**src/hw/vpiu_regs.svh**
```systemverilog
// register indices, reset values, bit positions, vectors and modes of the interrupt unit
`ifndef VPIU_REGS_SVH
`define VPIU_REGS_SVH
`define VPIU_IDX_REQ_LO 2'h0
`define VPIU_IDX_REQ_HI 2'h1
`define VPIU_IDX_MASK_LO 2'h2
`define VPIU_IDX_MASK_HI 2'h3
`define VPIU_REQ_RESET 8'h00
`define VPIU_MASK_RESET 8'hFF
`define VPIU_LO_BITS 6
`define VPIU_HI_BITS 2
`define VPIU_BIT_WDT 0
`define VPIU_BIT_PIN_A 1
`define VPIU_BIT_PIN_B 2
`define VPIU_BIT_PIN_C 3
`define VPIU_BIT_SER_RX 4
`define VPIU_BIT_SER_TX 5
`define VPIU_BIT_TMR8 6
`define VPIU_BIT_TMR16 7
`define VPIU_VEC_NMI 16'h0004
`define VPIU_VEC_WDT 16'h0004
`define VPIU_VEC_PIN_A 16'h0006
`define VPIU_VEC_PIN_B 16'h0008
`define VPIU_VEC_PIN_C 16'h000A
`define VPIU_VEC_SER_RX 16'h000C
`define VPIU_VEC_SER_TX 16'h000E
`define VPIU_VEC_TMR8 16'h0014
`define VPIU_VEC_TMR16 16'h0016
`define VPIU_WDT_INTERVAL 2'h0
`define VPIU_WDT_MODE1 2'h1
`define VPIU_WDT_MODE2 2'h2
`endif

```
**src/hw/vpiu_pkg.sv**
```systemverilog
// types shared by the interrupt unit
package vpiu_pkg;
  typedef struct packed {
    logic [15:0] vector;
    logic valid;
    logic nmi;
    logic [2:0] idx;
  } grant_t;
  typedef struct packed {
    logic we;
    logic re;
    logic [1:0] sel;
    logic [7:0] bit_en;
    logic [7:0] wdata;
  } reg_req_t;
endpackage

```
**src/hw/vectored_priority_interrupt_unit.sv**
```systemverilog
// vectored priority interrupt unit: request and mask flags, fixed-priority resolver, vector to core
// Operation
// - non-maskable request accepted despite global disable, above every maskable request
// - sole non-maskable source is watchdog overflow in mode 1, vector 0004H
// - every firing source raises a standby release pulse
// - three pin sources and five internal sources are maskable
// - simultaneous maskable requests are served lowest level first
// - pin edge requests take levels 1 to 3, vectors 0006H, 0008H, 000AH
// - serial receive and transfer share level 4 at 000CH; transmit level 5 at 000EH
// - byte timer level 6 at 0014H, wide timer level 7 at 0016H
// - request flag set by event or write, cleared by acknowledge, reset or write
// - request registers take bit or byte writes and reset to 00H
// - mask 0 permits, 1 blocks; masks reset to FFH
// - watchdog request flag writable only in interval mode; otherwise writes are ignored and the flag keeps its value
// - watchdog mask flag reads undefined in watchdog mode 1 or 2; here it reads 0 in any mode but interval mode
// - pin level changes set pin request flags; software masks before output use
// - maskable acknowledge needs request 1, mask 0, global enable 1; else pending
// - on acknowledge the core saves status and counter; global enable cleared
// - servicing starts nine to nineteen clocks after the request
// - acknowledge deferred while any flag register is accessed
`timescale 1ns/10ps
`include "vpiu_regs.svh"
module vectored_priority_interrupt_unit
  import vpiu_pkg::*;
#(
  parameter int NUM_SRC = 8
) (
  input wire logic i_clock,
  input wire logic i_nrst,
  input wire logic i_watchdog_overflow_req,
  input wire logic [1:0] i_wdt_mode,
  input wire logic i_pin_edge_req_a,
  input wire logic i_pin_edge_req_b,
  input wire logic i_pin_edge_req_c,
  input wire logic i_async_receive_done_req,
  input wire logic i_clocked_transfer_done_req,
  input wire logic i_async_transmit_done_req,
  input wire logic i_byte_timer_match_req,
  input wire logic i_wide_timer_match_req,
  input wire logic i_global_accept_flag,
  input wire logic i_ack,
  input wire logic i_reg_we,
  input wire logic i_reg_re,
  input wire logic [1:0] i_reg_sel,
  input wire logic [7:0] i_reg_bit_en,
  input wire logic [7:0] i_reg_wdata,
  output logic [7:0] o_reg_rdata,
  output logic [15:0] o_vector,
  output logic o_vector_valid,
  output logic o_vector_nmi,
  output logic o_accept_clear,
  output logic o_standby_release
);

  reg_req_t bus;
  grant_t grant_reg;
  grant_t grant_next;
  logic [NUM_SRC-1:0] req_reg;
  logic [NUM_SRC-1:0] req_next;
  logic [NUM_SRC-1:0] mask_reg;
  logic [NUM_SRC-1:0] mask_next;
  logic [NUM_SRC-1:0] event_vec;
  logic [NUM_SRC-1:0] eligible;
  logic [NUM_SRC-1:0] ack_clear;
  logic [NUM_SRC-1:0] wr_en;
  logic [NUM_SRC-1:0] wr_val;
  logic nmi_pend_reg;
  logic nmi_event;
  logic interval_mode;
  logic access;
  logic ack_ok;
  logic req_write;
  logic mask_write;
  logic sel_low;
  logic [7:0] rdata_reg;
  logic [7:0] rdata_next;
  logic accept_clear_reg;
  logic standby_reg;

  assign bus = '{we: i_reg_we, re: i_reg_re, sel: i_reg_sel, bit_en: i_reg_bit_en, wdata: i_reg_wdata};
  assign interval_mode = (i_wdt_mode == `VPIU_WDT_INTERVAL);
  assign access = bus.we | bus.re;
  assign ack_ok = i_ack & grant_reg.valid;

  // watchdog overflow goes to at most one path by mode: request flag in interval mode, non-maskable in mode 1, neither otherwise
  assign nmi_event = i_watchdog_overflow_req & (i_wdt_mode == `VPIU_WDT_MODE1);

  // source events in priority order; pin inputs arrive already edge detected
  always_comb begin
    event_vec = '0;
    event_vec[`VPIU_BIT_WDT] = i_watchdog_overflow_req & interval_mode;
    event_vec[`VPIU_BIT_PIN_A] = i_pin_edge_req_a;
    event_vec[`VPIU_BIT_PIN_B] = i_pin_edge_req_b;
    event_vec[`VPIU_BIT_PIN_C] = i_pin_edge_req_c;
    event_vec[`VPIU_BIT_SER_RX] = i_async_receive_done_req | i_clocked_transfer_done_req;
    event_vec[`VPIU_BIT_SER_TX] = i_async_transmit_done_req;
    event_vec[`VPIU_BIT_TMR8] = i_byte_timer_match_req;
    event_vec[`VPIU_BIT_TMR16] = i_wide_timer_match_req;
  end

  // low registers hold six sources, high registers the two timers
  assign sel_low = (bus.sel == `VPIU_IDX_REQ_LO) || (bus.sel == `VPIU_IDX_MASK_LO);
  assign req_write = bus.we && ((bus.sel == `VPIU_IDX_REQ_LO) || (bus.sel == `VPIU_IDX_REQ_HI));
  assign mask_write = bus.we && ((bus.sel == `VPIU_IDX_MASK_LO) || (bus.sel == `VPIU_IDX_MASK_HI));

  always_comb begin
    if (sel_low) begin
      wr_en = {2'h0, bus.bit_en[`VPIU_LO_BITS-1:0]};
      wr_val = {2'h0, bus.wdata[`VPIU_LO_BITS-1:0]};
    end else begin
      wr_en = {bus.bit_en[`VPIU_HI_BITS-1:0], 6'h00};
      wr_val = {bus.wdata[`VPIU_HI_BITS-1:0], 6'h00};
    end
  end

  assign ack_clear = (ack_ok && !grant_reg.nmi) ? (NUM_SRC'(1) << grant_reg.idx) : '0;

  // per-source flag update; a source event wins over any clear in the same cycle
  genvar gi;
  generate
    for (gi = 0; gi < NUM_SRC; gi++) begin : g_flag
      logic req_wr_ok;
      assign req_wr_ok = req_write && wr_en[gi] && ((gi != `VPIU_BIT_WDT) || interval_mode);
      always_comb begin
        if (event_vec[gi]) begin
          req_next[gi] = 1'b1;
        end else if (req_wr_ok) begin
          req_next[gi] = wr_val[gi];
        end else if (ack_clear[gi]) begin
          req_next[gi] = 1'b0;
        end else begin
          req_next[gi] = req_reg[gi];
        end
        mask_next[gi] = (mask_write && wr_en[gi]) ? wr_val[gi] : mask_reg[gi];
      end
    end
  endgenerate

  always_ff @(posedge i_clock or negedge i_nrst) begin
    if (!i_nrst) begin
      req_reg <= `VPIU_REQ_RESET;
      mask_reg <= `VPIU_MASK_RESET;
    end else begin
      req_reg <= req_next;
      mask_reg <= mask_next;
    end
  end

  // non-maskable pending; a new overflow during acknowledge is kept
  always_ff @(posedge i_clock or negedge i_nrst) begin
    if (!i_nrst) begin
      nmi_pend_reg <= 1'b0;
    end else if (nmi_event) begin
      nmi_pend_reg <= 1'b1;
    end else if (ack_ok && grant_reg.nmi) begin
      nmi_pend_reg <= 1'b0;
    end
  end

  function automatic logic [15:0] vector_of(input logic [2:0] idx);
    case (idx)
      3'h0: vector_of = `VPIU_VEC_WDT;
      3'h1: vector_of = `VPIU_VEC_PIN_A;
      3'h2: vector_of = `VPIU_VEC_PIN_B;
      3'h3: vector_of = `VPIU_VEC_PIN_C;
      3'h4: vector_of = `VPIU_VEC_SER_RX;
      3'h5: vector_of = `VPIU_VEC_SER_TX;
      3'h6: vector_of = `VPIU_VEC_TMR8;
      3'h7: vector_of = `VPIU_VEC_TMR16;
      default: vector_of = `VPIU_VEC_WDT;
    endcase
  endfunction

  assign eligible = req_reg & ~mask_reg & {NUM_SRC{i_global_accept_flag}};

  // resolver; valid drops on the acknowledge cycle so a stale grant is never taken twice
  always_comb begin
    grant_next = '0;
    for (int i = NUM_SRC - 1; i >= 0; i--) begin
      if (eligible[i]) begin
        grant_next.idx = 3'(i);
      end
    end
    grant_next.vector = vector_of(grant_next.idx);
    grant_next.valid = |eligible;
    if (nmi_pend_reg) begin
      grant_next.nmi = 1'b1;
      grant_next.valid = 1'b1;
      grant_next.vector = `VPIU_VEC_NMI;
      grant_next.idx = 3'h0;
    end
    // flag register traffic holds every grant back, the non-maskable one too
    if (access || ack_ok) begin
      grant_next.valid = 1'b0;
    end
  end

  // one clock from flag to grant keeps the core inside its nine clock minimum
  always_ff @(posedge i_clock or negedge i_nrst) begin
    if (!i_nrst) begin
      grant_reg <= '0;
    end else begin
      grant_reg <= grant_next;
    end
  end

  always_ff @(posedge i_clock or negedge i_nrst) begin
    if (!i_nrst) begin
      accept_clear_reg <= 1'b0;
      standby_reg <= 1'b0;
    end else begin
      accept_clear_reg <= ack_ok;
      standby_reg <= nmi_event | (|event_vec);
    end
  end

  // read data; watchdog mask bit reads 0 outside interval mode
  always_comb begin
    case (bus.sel)
      `VPIU_IDX_REQ_LO: rdata_next = {2'h0, req_reg[`VPIU_LO_BITS-1:0]};
      `VPIU_IDX_REQ_HI: rdata_next = {6'h00, req_reg[NUM_SRC-1:`VPIU_LO_BITS]};
      `VPIU_IDX_MASK_LO: rdata_next = {2'h3, mask_reg[`VPIU_LO_BITS-1:1], mask_reg[0] & interval_mode};
      `VPIU_IDX_MASK_HI: rdata_next = {6'h3F, mask_reg[NUM_SRC-1:`VPIU_LO_BITS]};
      default: rdata_next = 8'h00;
    endcase
  end

  always_ff @(posedge i_clock or negedge i_nrst) begin
    if (!i_nrst) begin
      rdata_reg <= 8'h00;
    end else if (bus.re) begin
      rdata_reg <= rdata_next;
    end
  end

  assign o_reg_rdata = rdata_reg;
  assign o_vector = grant_reg.vector;
  assign o_vector_valid = grant_reg.valid;
  assign o_vector_nmi = grant_reg.nmi;
  assign o_accept_clear = accept_clear_reg;
  assign o_standby_release = standby_reg;

  logic [NUM_SRC-1:0] elig_past;
  always_ff @(posedge i_clock or negedge i_nrst) begin
    if (!i_nrst) begin
      elig_past <= '0;
    end else begin
      elig_past <= eligible;
    end
  end

  a_nmi_overrides: assert property (@(posedge i_clock) disable iff (!i_nrst)
    (nmi_pend_reg && !access && !ack_ok) |=> (grant_reg.valid && grant_reg.nmi))
    else $error("pending non-maskable request not granted");

  a_nmi_vector: assert property (@(posedge i_clock) disable iff (!i_nrst)
    grant_reg.nmi |-> (grant_reg.vector == `VPIU_VEC_NMI))
    else $error("non-maskable grant carries wrong vector");

  a_nmi_cause: assert property (@(posedge i_clock) disable iff (!i_nrst)
    $rose(nmi_pend_reg) |-> $past(i_watchdog_overflow_req && (i_wdt_mode == `VPIU_WDT_MODE1)))
    else $error("non-maskable pending without mode 1 overflow");

  a_standby_pulse: assert property (@(posedge i_clock) disable iff (!i_nrst)
    (nmi_event || (|event_vec)) |=> o_standby_release)
    else $error("source fired without standby release");

  a_priority_low: assert property (@(posedge i_clock) disable iff (!i_nrst)
    (grant_reg.valid && !grant_reg.nmi) |-> ((elig_past & ((8'h01 << grant_reg.idx) - 8'h01)) == 8'h00))
    else $error("lower level request skipped");

  a_vector_map: assert property (@(posedge i_clock) disable iff (!i_nrst)
    (grant_reg.valid && !grant_reg.nmi) |-> (grant_reg.vector == vector_of(grant_reg.idx)))
    else $error("maskable grant vector mismatch");

  a_grant_allowed: assert property (@(posedge i_clock) disable iff (!i_nrst)
    (grant_reg.valid && !grant_reg.nmi) |-> elig_past[grant_reg.idx])
    else $error("grant for masked, absent or disabled request");

  a_access_defers: assert property (@(posedge i_clock) disable iff (!i_nrst)
    access |=> !grant_reg.valid)
    else $error("grant issued during flag register access");

  a_event_sets: assert property (@(posedge i_clock) disable iff (!i_nrst)
    (|event_vec) |=> (($past(event_vec) & ~req_reg) == 8'h00))
    else $error("source event did not set its flag");

  a_ack_clears: assert property (@(posedge i_clock) disable iff (!i_nrst)
    (ack_ok && !grant_reg.nmi && !event_vec[grant_reg.idx] && !req_write)
      |=> (!req_reg[$past(grant_reg.idx)] && o_accept_clear))
    else $error("acknowledge did not clear flag or global enable");

  a_grant_latency: assert property (@(posedge i_clock) disable iff (!i_nrst)
    ((|eligible) && !access && !ack_ok) |=> grant_reg.valid)
    else $error("eligible request not granted on the next clock");

  a_accept_pulse: assert property (@(posedge i_clock) disable iff (!i_nrst)
    ack_ok |=> (o_accept_clear && !o_vector_valid))
    else $error("acknowledge not followed by enable clear");

  a_valid_gate: assert property (@(posedge i_clock) disable iff (!i_nrst)
    (grant_reg.valid && !grant_reg.nmi) |-> $past(i_global_accept_flag))
    else $error("maskable grant while global enable low");

  a_wdt_guard: assert property (@(posedge i_clock) disable iff (!i_nrst)
    (req_write && !interval_mode && !ack_clear[`VPIU_BIT_WDT])
      |=> (req_reg[`VPIU_BIT_WDT] == $past(req_reg[`VPIU_BIT_WDT])))
    else $error("watchdog request flag written outside interval mode");

  a_mask_undef: assert property (@(posedge i_clock) disable iff (!i_nrst)
    (bus.re && (bus.sel == `VPIU_IDX_MASK_LO) && !interval_mode) |=> !o_reg_rdata[`VPIU_BIT_WDT])
    else $error("watchdog mask bit read back outside interval mode");

  a_pin_flags: assert property (@(posedge i_clock) disable iff (!i_nrst)
    (i_pin_edge_req_a || i_pin_edge_req_b || i_pin_edge_req_c)
      |=> ((req_reg[`VPIU_BIT_PIN_A] || !$past(i_pin_edge_req_a))
        && (req_reg[`VPIU_BIT_PIN_B] || !$past(i_pin_edge_req_b))
        && (req_reg[`VPIU_BIT_PIN_C] || !$past(i_pin_edge_req_c))))
    else $error("pin edge did not set its request flag");

  a_shared_flag: assert property (@(posedge i_clock) disable iff (!i_nrst)
    (i_async_receive_done_req || i_clocked_transfer_done_req) |=> req_reg[`VPIU_BIT_SER_RX])
    else $error("serial receive or transfer end did not set the shared flag");

  a_timer_flags: assert property (@(posedge i_clock) disable iff (!i_nrst)
    (i_byte_timer_match_req || i_wide_timer_match_req)
      |=> ((req_reg[`VPIU_BIT_TMR8] || !$past(i_byte_timer_match_req))
        && (req_reg[`VPIU_BIT_TMR16] || !$past(i_wide_timer_match_req))))
    else $error("timer match did not set its request flag");

  c_nmi_grant: cover property (@(posedge i_clock) disable iff (!i_nrst)
    grant_reg.valid && grant_reg.nmi && i_ack);
  c_two_pending: cover property (@(posedge i_clock) disable iff (!i_nrst)
    ($countones(eligible) > 1) ##1 grant_reg.valid);
  c_ack_maskable: cover property (@(posedge i_clock) disable iff (!i_nrst)
    ack_ok && !grant_reg.nmi ##1 o_accept_clear);
  c_access_defer: cover property (@(posedge i_clock) disable iff (!i_nrst)
    (access && (|(req_reg & ~mask_reg))) ##1 !grant_reg.valid);
  c_nmi_disabled: cover property (@(posedge i_clock) disable iff (!i_nrst)
    (nmi_pend_reg && !i_global_accept_flag) ##1 (grant_reg.valid && grant_reg.nmi));

endmodule

```
**config.mk**
```make
export PLATFORM = sky130hd
export DESIGN_NAME = vectored_priority_interrupt_unit
export DESIGN_NICKNAME = d
export VERILOG_FILES = /design/src/hw/vpiu_pkg.sv /design/src/hw/vectored_priority_interrupt_unit.sv
export VERILOG_INCLUDE_DIRS = /design/src /design/src/hw
export SDC_FILE = /design/constraint.sdc
export NUM_CORES = 1
export LEC_CHECK = 0
export ABC_AREA = 0
export BUFFER_PORTS_ARGS = -buffer_cell sky130_fd_sc_hd__buf_2
export CORE_UTILIZATION = 45
export CTS_CLUSTER_DIAMETER = 120
export DETAILED_ROUTE_END_ITERATION = 12
export PLACE_DENSITY_LB_ADDON = 0.08
export SYNTH_ARGS = -nofsm -noshare
export SYNTH_HDL_FRONTEND = slang
export SYNTH_SLANG_ARGS = --single-unit
```
**constraint.sdc**
```tcl
create_clock -name i_clock -period 2.65 [get_ports i_clock]
set_input_delay 0 -clock i_clock [delete_from_list [all_inputs] [get_ports i_clock]]
set_output_delay 0 -clock i_clock [all_outputs]
set_load 0.02 [all_outputs]
```
# Word-level counts from Yosys, hierarchy flattened
# Memories as Yosys holds them, arrays and structs flattened.
# Cells that the tools add are included.
# W data, S select, Z words.
# classes
n_mux	40
eq_ne	4
n_shift	1
reduce_logical	39
bitwise	10
# ops
op	count
$pmux W8 S4	1
$mux W1	27
$mux W3	8
$mux W8	3
$reduce_bool A3 Y1	8
$logic_and A1 B1 Y1	21
$mux W21	1
$and A8 B8 Y8	2
$reduce_or A8 Y1	2
$not A8 Y8	1
$shl A1 B3 Y8 const A	1
$and A1 B1 Y1	4
$eq A2 B1 Y1 const B	2
$eq A2 B2 Y1 const B	2
$logic_not A2 Y1	2
$logic_or A1 B1 Y1	4
$or A1 B1 Y1	3
$reduce_bool A2 Y1	1
$logic_not A1 Y1	1
# word_totals
romBits	32
reg_bits	48
memories	1
elab_cells	119
# memory_table
memory	depth	word_bits	read_ports	rd_ports_with_merged_regs	wr	line	text
(name not given)	8	4	1	0	0	vectored_priority_interrupt_unit.sv:161	case (idx)

# Depth between registers and ports, before layout
# Gate-level depths: netlist of the first run.
# An unclocked memory read counts as a cell.
# logic_depth
depth_word	14
mapped_depth	6
mapped_depth_nobuf	6

# Worst setup path after synthesis of the first run
# No wires, ideal clock.
# synth_timing
path_kind	register to register
from	register mask_reg[1]
to	register grant_reg, in the netlist o_vector[3]
setup_time_ps	72
setup_slack_ps	1008
stages_incl_launch_ff	7
synth_period_minus_slack_ps	1642
n_path_buf	0
t_arrival_ps	1570
cell_sequence	dfstp_2 > and2b_1 > o21ai_1 > nand2_1 > or2_2 > ha_1 > nor2_1
# synth_rtl
item	line	text
from (decl)	vectored_priority_interrupt_unit.sv:60	logic [NUM_SRC-1:0] mask_reg;
from (signal assigned)	vectored_priority_interrupt_unit.sv:142	mask_reg <= `VPIU_MASK_RESET;
from (signal assigned)	vectored_priority_interrupt_unit.sv:145	mask_reg <= mask_next;
to (signal assigned)	vectored_priority_interrupt_unit.sv:203	grant_reg <= grant_next;
to (decl)	vectored_priority_interrupt_unit.sv:56	grant_t grant_reg;

# Final worst setup path of the first run
# layout_timing
from	input port i_reg_we
to	register req_reg[3]
# layout_via
elab_chain_len	4
elab_cells_between_ends	5
# layout_lines
item	line	text
from (decl)	vectored_priority_interrupt_unit.sv:42	input wire logic i_reg_we,
$logic_and A1 B1 Y1 (*)	vectored_priority_interrupt_unit.sv:103	assign req_write = bus.we && ((bus.sel == `VPIU_IDX_REQ_LO) || (bus.sel == `VPIU_IDX_REQ_HI));
$logic_and A1 B1 Y1 (*)	vectored_priority_interrupt_unit.sv:123	assign req_wr_ok = req_write && wr_en[gi] && ((gi != `VPIU_BIT_WDT) || interval_mode);
$mux W1	vectored_priority_interrupt_unit.sv:127	end else if (req_wr_ok) begin
$mux W1	vectored_priority_interrupt_unit.sv:125	if (event_vec[gi]) begin
to (signal assigned)	vectored_priority_interrupt_unit.sv:141	req_reg <= `VPIU_REQ_RESET;
to (signal assigned)	vectored_priority_interrupt_unit.sv:144	req_reg <= req_next;
to (decl)	vectored_priority_interrupt_unit.sv:58	logic [NUM_SRC-1:0] req_reg;
# Mark *: on every way between the ends. The rest lies on a longest branch, timed or not.
# A chain may end at the register's enable or synchronous reset.

==> out/results.txt, run 1 <==
Finished Layout Cells - 301
DIE AREA - 4427 µm²
PwrDens - 581.1 nW/µm²
die height - 66.54 µm
Rel. slew slack - 48.74%
antenna cell count - 0
register area share after synthesis - 45.93%
IO buf count - 46
worst vdd ir - 0.3956 mV
Hold EP - req_reg[6]
CP bufs+invs - 4
post-DP HPWL - 3.113 mm
post-CTS sizing - 0
R2R Setup Slk - 0.88 ns
final clock skew - 0.003842 ns
Slew @ Worst Pin - 0.7689 ns
area delta synth->final - 24.70%
CP Launch Type - primary input
H-tree depth - 2
Initial DRC Count - 93
fmax - 426.4 MHz
min-delay src - i_reg_wdata[0]
setup ws final - 0.3046 ns
#FFs+latches synth - 34
total congestion overflow - 0
WS Path Type - in2reg
status - completed
crit path time final - 2.345 ns
share of post-route cells with drive strength above 1 - 31.87%
Netlist cell types - 39
ys flop type - dfrtp_1
Setup Buffers After CTS - 0
global placement routability congestion - 0.8191
crit-path leading delay family - buffers and inverters
Synth area leader - dfrtp_1
CP required - 2.87 ns
placed cell count - 272
Setup violations, final - 0
FF-to-FF End - o_vector[3]
Placeable Area - 4000 µm²
period utilization - 88.50%
Fin. Hold Viols - 0
antenna violations before repair - 0
CP cell instances - dlygate4sd3_1 -> buf_2 -> nor3b_2 -> a31oi_1 -> dlygate4sd3_1 -> nand2_1 -> dlygate4sd3_1
Tot Pwr - 1.358 mW
Vias - 1562
setup total negative slack - 0 ns
Clock Sinks - 34
crit-path most repeated cell - dlygate4sd3_1
clock root buffer - clkbuf_8
Mapped Area - 1874 µm²
TritonCTS Buffers - 5
vias per inst - 5.189
DR WL/cell - 14.36 µm
GR Util All Layers - 21.57%
final net count - 286
synth warn - 0
Mean Syn Cell Area - 10.13 µm²
top post-synthesis cells by count - nand2_1 (31), dfrtp_1 (26), buf_4 (17)
Boundary Pins - 63
crit-path max FO - 8
Critical R2R Launch - mask_reg[1]
CP Data Arrival Time - 2.57 ns
Register-to-Register Path Depth - 6
Die W - 66.54 µm
Synth top area share - 34.71%
FILL cells - 367
CTS clk-pin slew, worst paths - 0.06 ns
drt total wl - 4.322 mm
MaxCap Viol Count - 0
worst-skew pair later-pin latency - 0.28 ns
pre-CTS WS - 0.8892 ns
critical path's largest stage delay - 0.59 ns
vias in the first global route - 1488
async set-reset flop share out of synthesis - 100.0%
WL met2 - 2.118 mm
DRT Pass-1 Iters - 4
DR DRC count - 0
Final Hold Slack - 0.005980 ns
Met1 Wirelength - 1.905 mm
met3 wire length - 255 µm
Slowest-stage cell, CP - dlygate4sd3_1
largest net degree at the start of global routing - 35
first-pass GRT wire length - 6.886 mm
CTS tree - built
Mapped Cells - 185
Starting Density - 46.86%
RSZ-0062 raised after global routing - false
EDFF count, synth - 0
Slew Viols, Final - 0
leakage - 1.047 nW
DR top layer - met4
Cells on Worst Hold Path - 3
CTS max path bufs - 2
Rows - 23
ranking of synthesized cells by area - dfrtp_1 (35%), dfstp_2 (11%), mux2_2 (7.8%)
Post-DRT Antenna Nets - 0
crit path capture type - flop
most common cell in the synthesized netlist - nand2_1
Worst Hold Class - in2reg
## cell usage in the layout, fill, tap and decap left out, drive strengths merged, types with 9 or more instances in the layout
master	n
o21ai	9
mux2	13
buf	46
nor2b	10
dfrtp	26
nand2	31
dlygate4sd3	21
conb	12
nand3	10
## cell type report
| type | count | area, µm² | area share [%] |
|---|---|---|---|
| inverter | 5 | 18.77 | 0.8030 |
| tap | 50 | 62.56 | 2.677 |
| sequential | 34 | 860.8 | 36.83 |
| multi-input combinational | 137 | 874.6 | 37.42 |
| timing repair buffer | 67 | 440.4 | 18.84 |
| clock buffer | 8 | 80.08 | 3.426 |
## tightest hold or removal path: stages
cell     delay (ns)
buf_2          0.11
a41oi_1        0.09
nand2_1        0.05
## worst max path at each step
stage / startpoint / to / slack, ns / depth (start not counted)
6_report: i_reg_we / req_reg[3] / 0.30 / 7
5_1_grt: i_reg_we / req_reg[3] / 0.20 / 7
4_1_cts: i_reg_we / req_reg[3] / 0.34 / 7
3_5_place_dp: mask_reg[1] / o_vector[3] / 0.89 / 6
3_3_place_gp: mask_reg[1] / o_vector[3] / 0.89 / 6
2_1_floorplan: mask_reg[1] / o_vector[3] / 1.01 / 6
## kinds of logic after synthesis
kind of cell             count (synthesis)  synth area share, %
flip-flops                              34                45.93
adder cells (fa/ha/maj)                  1               0.6675
buffers and inverters                   25                9.613
other                                    1               0.2001
AO/OA/AOI/OAI                           24                9.413
multiplexers                            15                10.21
AND/OR/NAND/NOR                         85                23.97
## repair_timing
| item | 4_1_cts | 5_1_grt |
|---|---|---|
| hold buffers | 21 | 0 |
| endpoints found under the hold margin | 40 | 0 |
| setup endpoints to repair | 0 | 0 |
## where the power goes
group          leakage [nW]  switching, mW  internal [mW]
clock                0.0395          0.173          0.186
combinational         0.634          0.187          0.154
sequential            0.374         0.0503          0.607
total                  1.05          0.411          0.948
## per-stage QoR
step	area [µm²]	util, %
2_1_floorplan	1916	-
3_3_place_gp	2047	51.17
3_5_place_dp	2047	51.17
4_1_cts	2337	58.43
5_1_grt	2337	58.43
6_report	2337	58.43
## metal layers
layer  GRT usage, %  vias up
li1               -      749
met1          27.54      740
met2          35.33       69
met3          5.822        4
met4          6.915        0
met5              0        -
No activity file was read; power rests on OpenSTA's default activity.
==> run 2: changes to the inputs <==
--- a/config.mk
+++ b/config.mk
@@ -8,6 +8,7 @@
 export LEC_CHECK = 0
 export ABC_AREA = 0
 export BUFFER_PORTS_ARGS = -buffer_cell sky130_fd_sc_hd__buf_2
+export CORE_MARGIN = 1.5
 export CORE_UTILIZATION = 45
 export CTS_CLUSTER_DIAMETER = 120
 export DETAILED_ROUTE_END_ITERATION = 12
==> constraint.sdc (replaced) <==
create_clock -name i_clock -period 2 [get_ports i_clock]
set_input_delay 0.4 -clock i_clock [delete_from_list [all_inputs] [get_ports i_clock]]
set_output_delay 0.4 -clock i_clock [all_outputs]
set_load 0.02 [all_outputs]
==> run 2 against run 1 <==
Compared with the run above: critical path depth is 1 lower; setup slack worse by 0.11 ns; global-route usage is 0.47 points lower; clock power is 37% higher; non-clock buffer count is 18 lower; hold slack better by 0.17 ns; final area is 7.9% lower; cell count is 6.0% lower; sequential power is 33% higher; critical path type is now reg2reg; critical endpoint is now o_vector[3]; highest routed layer unchanged.
==> out/results.txt, run 2 (synthesis results as in run 1) <==
placed cell count - 275 (+1.1%)
NetSw - 0.5626 mW (+37%)
Worst Hold Class - in2async
CP Depth - 6 (-1)
antenna cell count - 0 (unchanged)
area delta synth->final - 14.82%
Comb power frac - 23.8% (-1.3 points)
setup ws final - 0.1939 ns (-0.1108 ns)
global placement routability congestion - 0.8694 (+6.1%)
PwrDens - 832.0 nW/µm² (+43%)
worst-skew pair later-pin latency - 0.29 ns (about the same)
period utilization - 90.31%
Vias - 1504 (-3.7%)
leading cell type in the layout, fill and taps excluded - buf_2
CP bufs+invs - 0 (-4)
Register-to-Register Path Depth - 6 (unchanged)
post-DP HPWL - 3.332 mm (+7.0%)
Post-DRT Antenna Nets - 0 (unchanged)
RSZ-0062 raised after global routing - false
DR DRC count - 0 (unchanged)
TritonCTS Buffers - 5 (unchanged)
fin util - 53.80% (-4.6 points)
crit-path max FO - 5 (-3)
Final Hold Slack - 0.1769 ns (+0.1710 ns)
first-pass GRT wire length - 6.920 mm (+0.49%)
most frequent cells in the layout - buf_2 (46), nand2_1 (31), dfrtp_1 (26)
DIE AREA - 4561 µm² (+3.0%)
Clock Sinks - 34 (unchanged)
Initial DRC Count - 83 (-11%)
CP cell instances - and2b_1 -> o21ai_1 -> nand2_1 -> or2_2 -> ha_1 -> nor2_1
share of post-route cells with drive strength above 1 - 36.48% (+4.6 points)
DRT Pass-1 Iters - 4 (unchanged)
CTS clk-pin slew, worst paths - 0.08 ns (+0.02 ns)
Placeable Area - 4000 µm² (unchanged)
fmax - 553.7 MHz
Net Sw Frac - 31.42% (+1.2 points)
CTS tree - built
Finished Cell Area - 2152 µm² (-7.9%)
vias in the first global route - 1422 (-4.4%)
Starting Density - 46.86% (unchanged)
H-tree depth - 2 (unchanged)
Setup Buffers After CTS - 0 (unchanged)
CP required - 2.22 ns (-0.65 ns)
crit-path leading delay family - simple AND/OR/NAND/NOR gates
Slowest-stage cell, CP - dfstp_2
Rows - 23 (unchanged)
leakage - 0.9838 nW (-6.0%)
CP Data Arrival Time - 2.02 ns (-0.55 ns)
Die W - 67.54 µm (+1.5%)
Boundary Pins - 63 (unchanged)
Setup violations, final - 0 (unchanged)
Slew @ Worst Pin - 0.7611 ns (-0.007875 ns)
clock root buffer - clkbuf_8
Area after DPL - 2069 µm² (+1.1%)
setup total negative slack - 0 ns (unchanged)
status - completed
Finished Layout Cells - 283 (-6.0%)
Fin. Hold Viols - 0 (unchanged)
vias per inst - 5.314 (+2.4%)
drt total wl - 4.383 mm (+1.4%)
IO buf count - 46 (unchanged)
final net count - 268 (-6.3%)
WS Path Type - reg2reg
Hold Buf Count CTS - 0 (-100%)
largest net degree at the start of global routing - 35 (unchanged)
clock network fraction of total power - 27.5% (+1.0 points)
pre-CTS WS - 0.2183 ns (-0.6709 ns)
P_int - 1.228 mW (+30%)
final clock skew - 0.009675 ns (+0.005833 ns)
MaxCap Viol Count - 0 (unchanged)
critical path's largest stage delay - 0.54 ns (-0.05 ns)
crit path time final - 1.806 ns
CTS max path bufs - 2 (unchanged)
DR WL/cell - 15.49 µm (+7.9%)
Rel. slew slack - 49.26% (+0.52 points)
antenna violations before repair - 0 (unchanged)
crit path capture type - flop
share of power burned in registers - 48.7% (+0.3 points)
die height - 67.54 µm (+1.5%)
Tot Pwr - 1.791 mW (+32%)
CP Launch Type - flop
total congestion overflow - 0 (unchanged)
Slew Viols, Final - 0 (unchanged)
GR Util All Layers - 21.10% (-0.47 points)
worst vdd ir - 0.4372 mV (+11%)
post-CTS sizing - 0 (unchanged)
run 2: changes by cell type in the layout (fill, tap and decap cells not counted):
cell	before	now
dlygate4sd3_1	21	0
buf_4	0	3
clkbuf_1	3	1
clkinv_2	0	2
run 2: final timing paths:
path                       slack [ns]              startpoint        endpoint
max                              0.19             mask_reg[1]     o_vector[3]
min                              0.18                  i_nrst  o_vector_valid
max reg2reg                      0.19             mask_reg[1]     o_vector[3]
min reg2reg                      0.51          o_reg_rdata[0]  o_reg_rdata[0]
max in group asynchronous        1.33                  i_nrst  o_reg_rdata[5]
min in group i_clock             0.34  i_byte_timer_match_req      req_reg[6]
run 2: power by group through the flow:
stage,combinational (mW),sequential (mW),clock (mW)
2_1_floorplan,0.284,0.899,0
3_3_place_gp,0.420,0.878,0
3_5_place_dp,0.429,0.883,0
4_1_cts,0.430,0.871,0.503
5_1_grt,0.471,0.885,0.539
6_report,0.426,0.872,0.492
run 2: final cells by class:
class                   count  area [µm²]
clock buffers               6       72.57
repair buffers             49       252.7
well taps                  50       62.56
flip-flops and latches     34       860.8
multi-input cells         137       874.6
inverters                   5       18.77
fillers                   384        1848
clock inverters             2       10.01
run 2: worst reg2reg max path, stage by stage, from the launching register on:
cell and delay (ns):
dfstp_2 0.54, and2b_1 0.21, o21ai_1 0.27, nand2_1 0.07, or2_2 0.28, ha_1 0.27, nor2_1 0.09
run 2: per-layer routing:
| layer | up-vias | GRT usage [%] | part of all wire (%) |
|---|---|---|---|
| met1 | 734 | 27.06 | 43 |
| met5 | - | 0 | 0 |
| met2 | 49 | 34.44 | 50 |
| met4 | 0 | 6.122 | 1.0 |
| li1 | 716 | - | - |
| met3 | 5 | 6.167 | 5.4 |
==> run 3: changes to the inputs <==
--- a/config.mk
+++ b/config.mk
@@ -8,6 +8,7 @@
 export LEC_CHECK = 0
 export ABC_AREA = 0
 export BUFFER_PORTS_ARGS = -buffer_cell sky130_fd_sc_hd__buf_2
+export CORE_ASPECT_RATIO = 0.5
 export CORE_MARGIN = 1.5
 export CORE_UTILIZATION = 45
 export CTS_CLUSTER_DIAMETER = 120
==> run 3 against run 2 <==
Compared with the run above: utilization rose by 0.83 points; routed wire length rose by 0.23%; combinational power rose by 1%; final area rose by 0.12%; fmax rose by 1.4%; hold slack improved by 0.022 ns; largest cell class unchanged.
==> out/results.txt, run 3 (synthesis results as in run 1) <==
status - completed
Rel. slew slack - 47.73% (-1.5 points)
Slew @ Worst Pin - 0.7840 ns (+0.02295 ns)
die height - 48.64 µm (-28%)
post-CTS sizing - 0 (unchanged)
Clock Sinks - 34 (unchanged)
CP cell instances - and2b_1 -> o21ai_1 -> nand2_1 -> or2_2 -> ha_1 -> nor2_1
crit path capture type - flop
Slowest-stage cell, CP - dfstp_2
leading cell type in the layout, fill and taps excluded - buf_2
setup total negative slack - 0 ns (unchanged)
post-DP HPWL - 3.294 mm (-1.1%)
worst vdd ir - 0.3570 mV (-18%)
vias per inst - 5.181 (-2.5%)
largest net degree at the start of global routing - 35 (unchanged)
Register-to-Register Path Depth - 6 (unchanged)
WS Path Type - reg2reg
antenna violations before repair - 0 (unchanged)
period utilization - 89.03% (-1.3 points)
IO buf count - 46 (unchanged)
leakage - 0.9784 nW (-0.55%)
Hold Buf Count CTS - 0 (unchanged)
Tot Pwr - 1.790 mW (about the same)
fin util - 54.63% (+0.83 points)
Area after DPL - 2074 µm² (+0.24%)
worst-skew pair later-pin latency - 0.28 ns (about the same)
FF-to-FF End - o_vector[3]
fmax - 561.6 MHz (+1.4%)
Post-DRT Antenna Nets - 0 (unchanged)
clock root buffer - clkbuf_8
first-pass GRT wire length - 7.120 mm (+2.9%)
CP required - 2.21 ns (about the same)
TritonCTS Buffers - 5 (unchanged)
setup ws final - 0.2194 ns (+0.02556 ns)
drt total wl - 4.393 mm (+0.23%)
critical path's largest stage delay - 0.54 ns (about the same)
RSZ-0062 raised after global routing - false
Rows - 16 (-30%)
most frequent cells in the layout - buf_2 (46), nand2_1 (31), dfrtp_1 (26)
final net count - 268 (unchanged)
CP Launch Type - flop
CP Data Arrival Time - 1.99 ns (-0.03 ns)
DR WL/cell - 15.31 µm (-1.2%)
Worst Hold Class - in2async
Vias - 1487 (-1.1%)
crit path time final - 1.781 ns (-0.02556 ns)
GR Util All Layers - 20.73% (-0.38 points)
FILL cells - 395 (+2.9%)
CTS max path bufs - 2 (unchanged)
R2R Setup Slk - 0.22 ns (+0.03 ns)
total congestion overflow - 0 (unchanged)
vias in the first global route - 1448 (+1.8%)
Critical R2R Launch - mask_reg[1]
crit-path max FO - 5 (unchanged)
DIE AREA - 4585 µm² (+0.52%)
Fin. Hold Viols - 0 (unchanged)
Boundary Pins - 63 (unchanged)
DR DRC count - 0 (unchanged)
global placement routability congestion - 0.8705 (+0.13%)
PwrDens - 830.8 nW/µm² (-0.14%)
Starting Density - 47.53% (+0.67 points)
share of post-route cells with drive strength above 1 - 35.62% (-0.86 points)
Placeable Area - 3944 µm² (-1.4%)
CTS tree - built
Initial DRC Count - 94 (+13%)
area delta synth->final - 14.95%
DRT Pass-1 Iters - 4 (unchanged)
final clock skew - 0.004826 ns (-0.004849 ns)
Finished Cell Area - 2155 µm² (+0.12%)
Setup Buffers After CTS - 0 (unchanged)
CTS clk-pin slew, worst paths - 0.07 ns (about the same)
Die W - 94.27 µm (+40%)
antenna cell count - 0 (unchanged)
Slew Viols, Final - 0 (unchanged)
H-tree depth - 2 (unchanged)
Setup violations, final - 0 (unchanged)
MaxCap Viol Count - 0 (unchanged)
pre-CTS WS - 0.2436 ns (+0.02531 ns)
## run 3: per-stage QoR
stage               hold WS, ns  cells
floorplan                0.1044    196
global placement         0.4864    279
detailed placement       0.4911    279
CTS                      0.2169    287
global route             0.2539    287
finish                   0.1987    287
## run 3: area by class of cell
class                           instances  area (µm²)  share of cell area (%)
Clock buffer                            8       80.08                   3.717
Inverter                                5       18.77                  0.8711
Multi-Input combinational cell        137       874.6                   40.59
Sequential cell                        34       860.8                   39.95
Tap cell                               54       67.56                   3.136
Timing Repair Buffer                   49       252.7                   11.73
## run 3: critical path: cells and delay by family (launching register included)
family	cells	cell delay (ns)
and+or+nand+nor	4	0.66
DFF	1	0.54
adders and majority gates	1	0.27
AOI/OAI and AO/OA	1	0.25
## run 3: metal layers
layer  wire, µm  GRT usage, %  part of all wire (%)  up-vias
met5          0             0                     0        -
met3        320         5.660                   7.3        8
met2       1820         30.46                    41       61
met4         60         5.224                   1.4        0
met1       2191         30.24                    50      705
li1           -             -                     -      713
## run 3: worst max-delay path by stage
stage | cells past startpoint | slack, ns | start | to
after floorplan | 6 | 0.36 | mask_reg[1] | o_vector[3]
after global routing | 6 | 0.13 | mask_reg[1] | o_vector[3]
after detailed placement | 6 | 0.24 | mask_reg[1] | o_vector[3]
final | 6 | 0.22 | mask_reg[1] | o_vector[3]
after CTS | 6 | 0.23 | mask_reg[1] | o_vector[3]
after global placement | 6 | 0.25 | mask_reg[1] | o_vector[3]
## run 3: report_power, final
group          internal, mW  switching [mW]
Clock                 0.247           0.241
Combinational         0.183           0.248
Sequential            0.804          0.0659
Total                  1.23           0.555
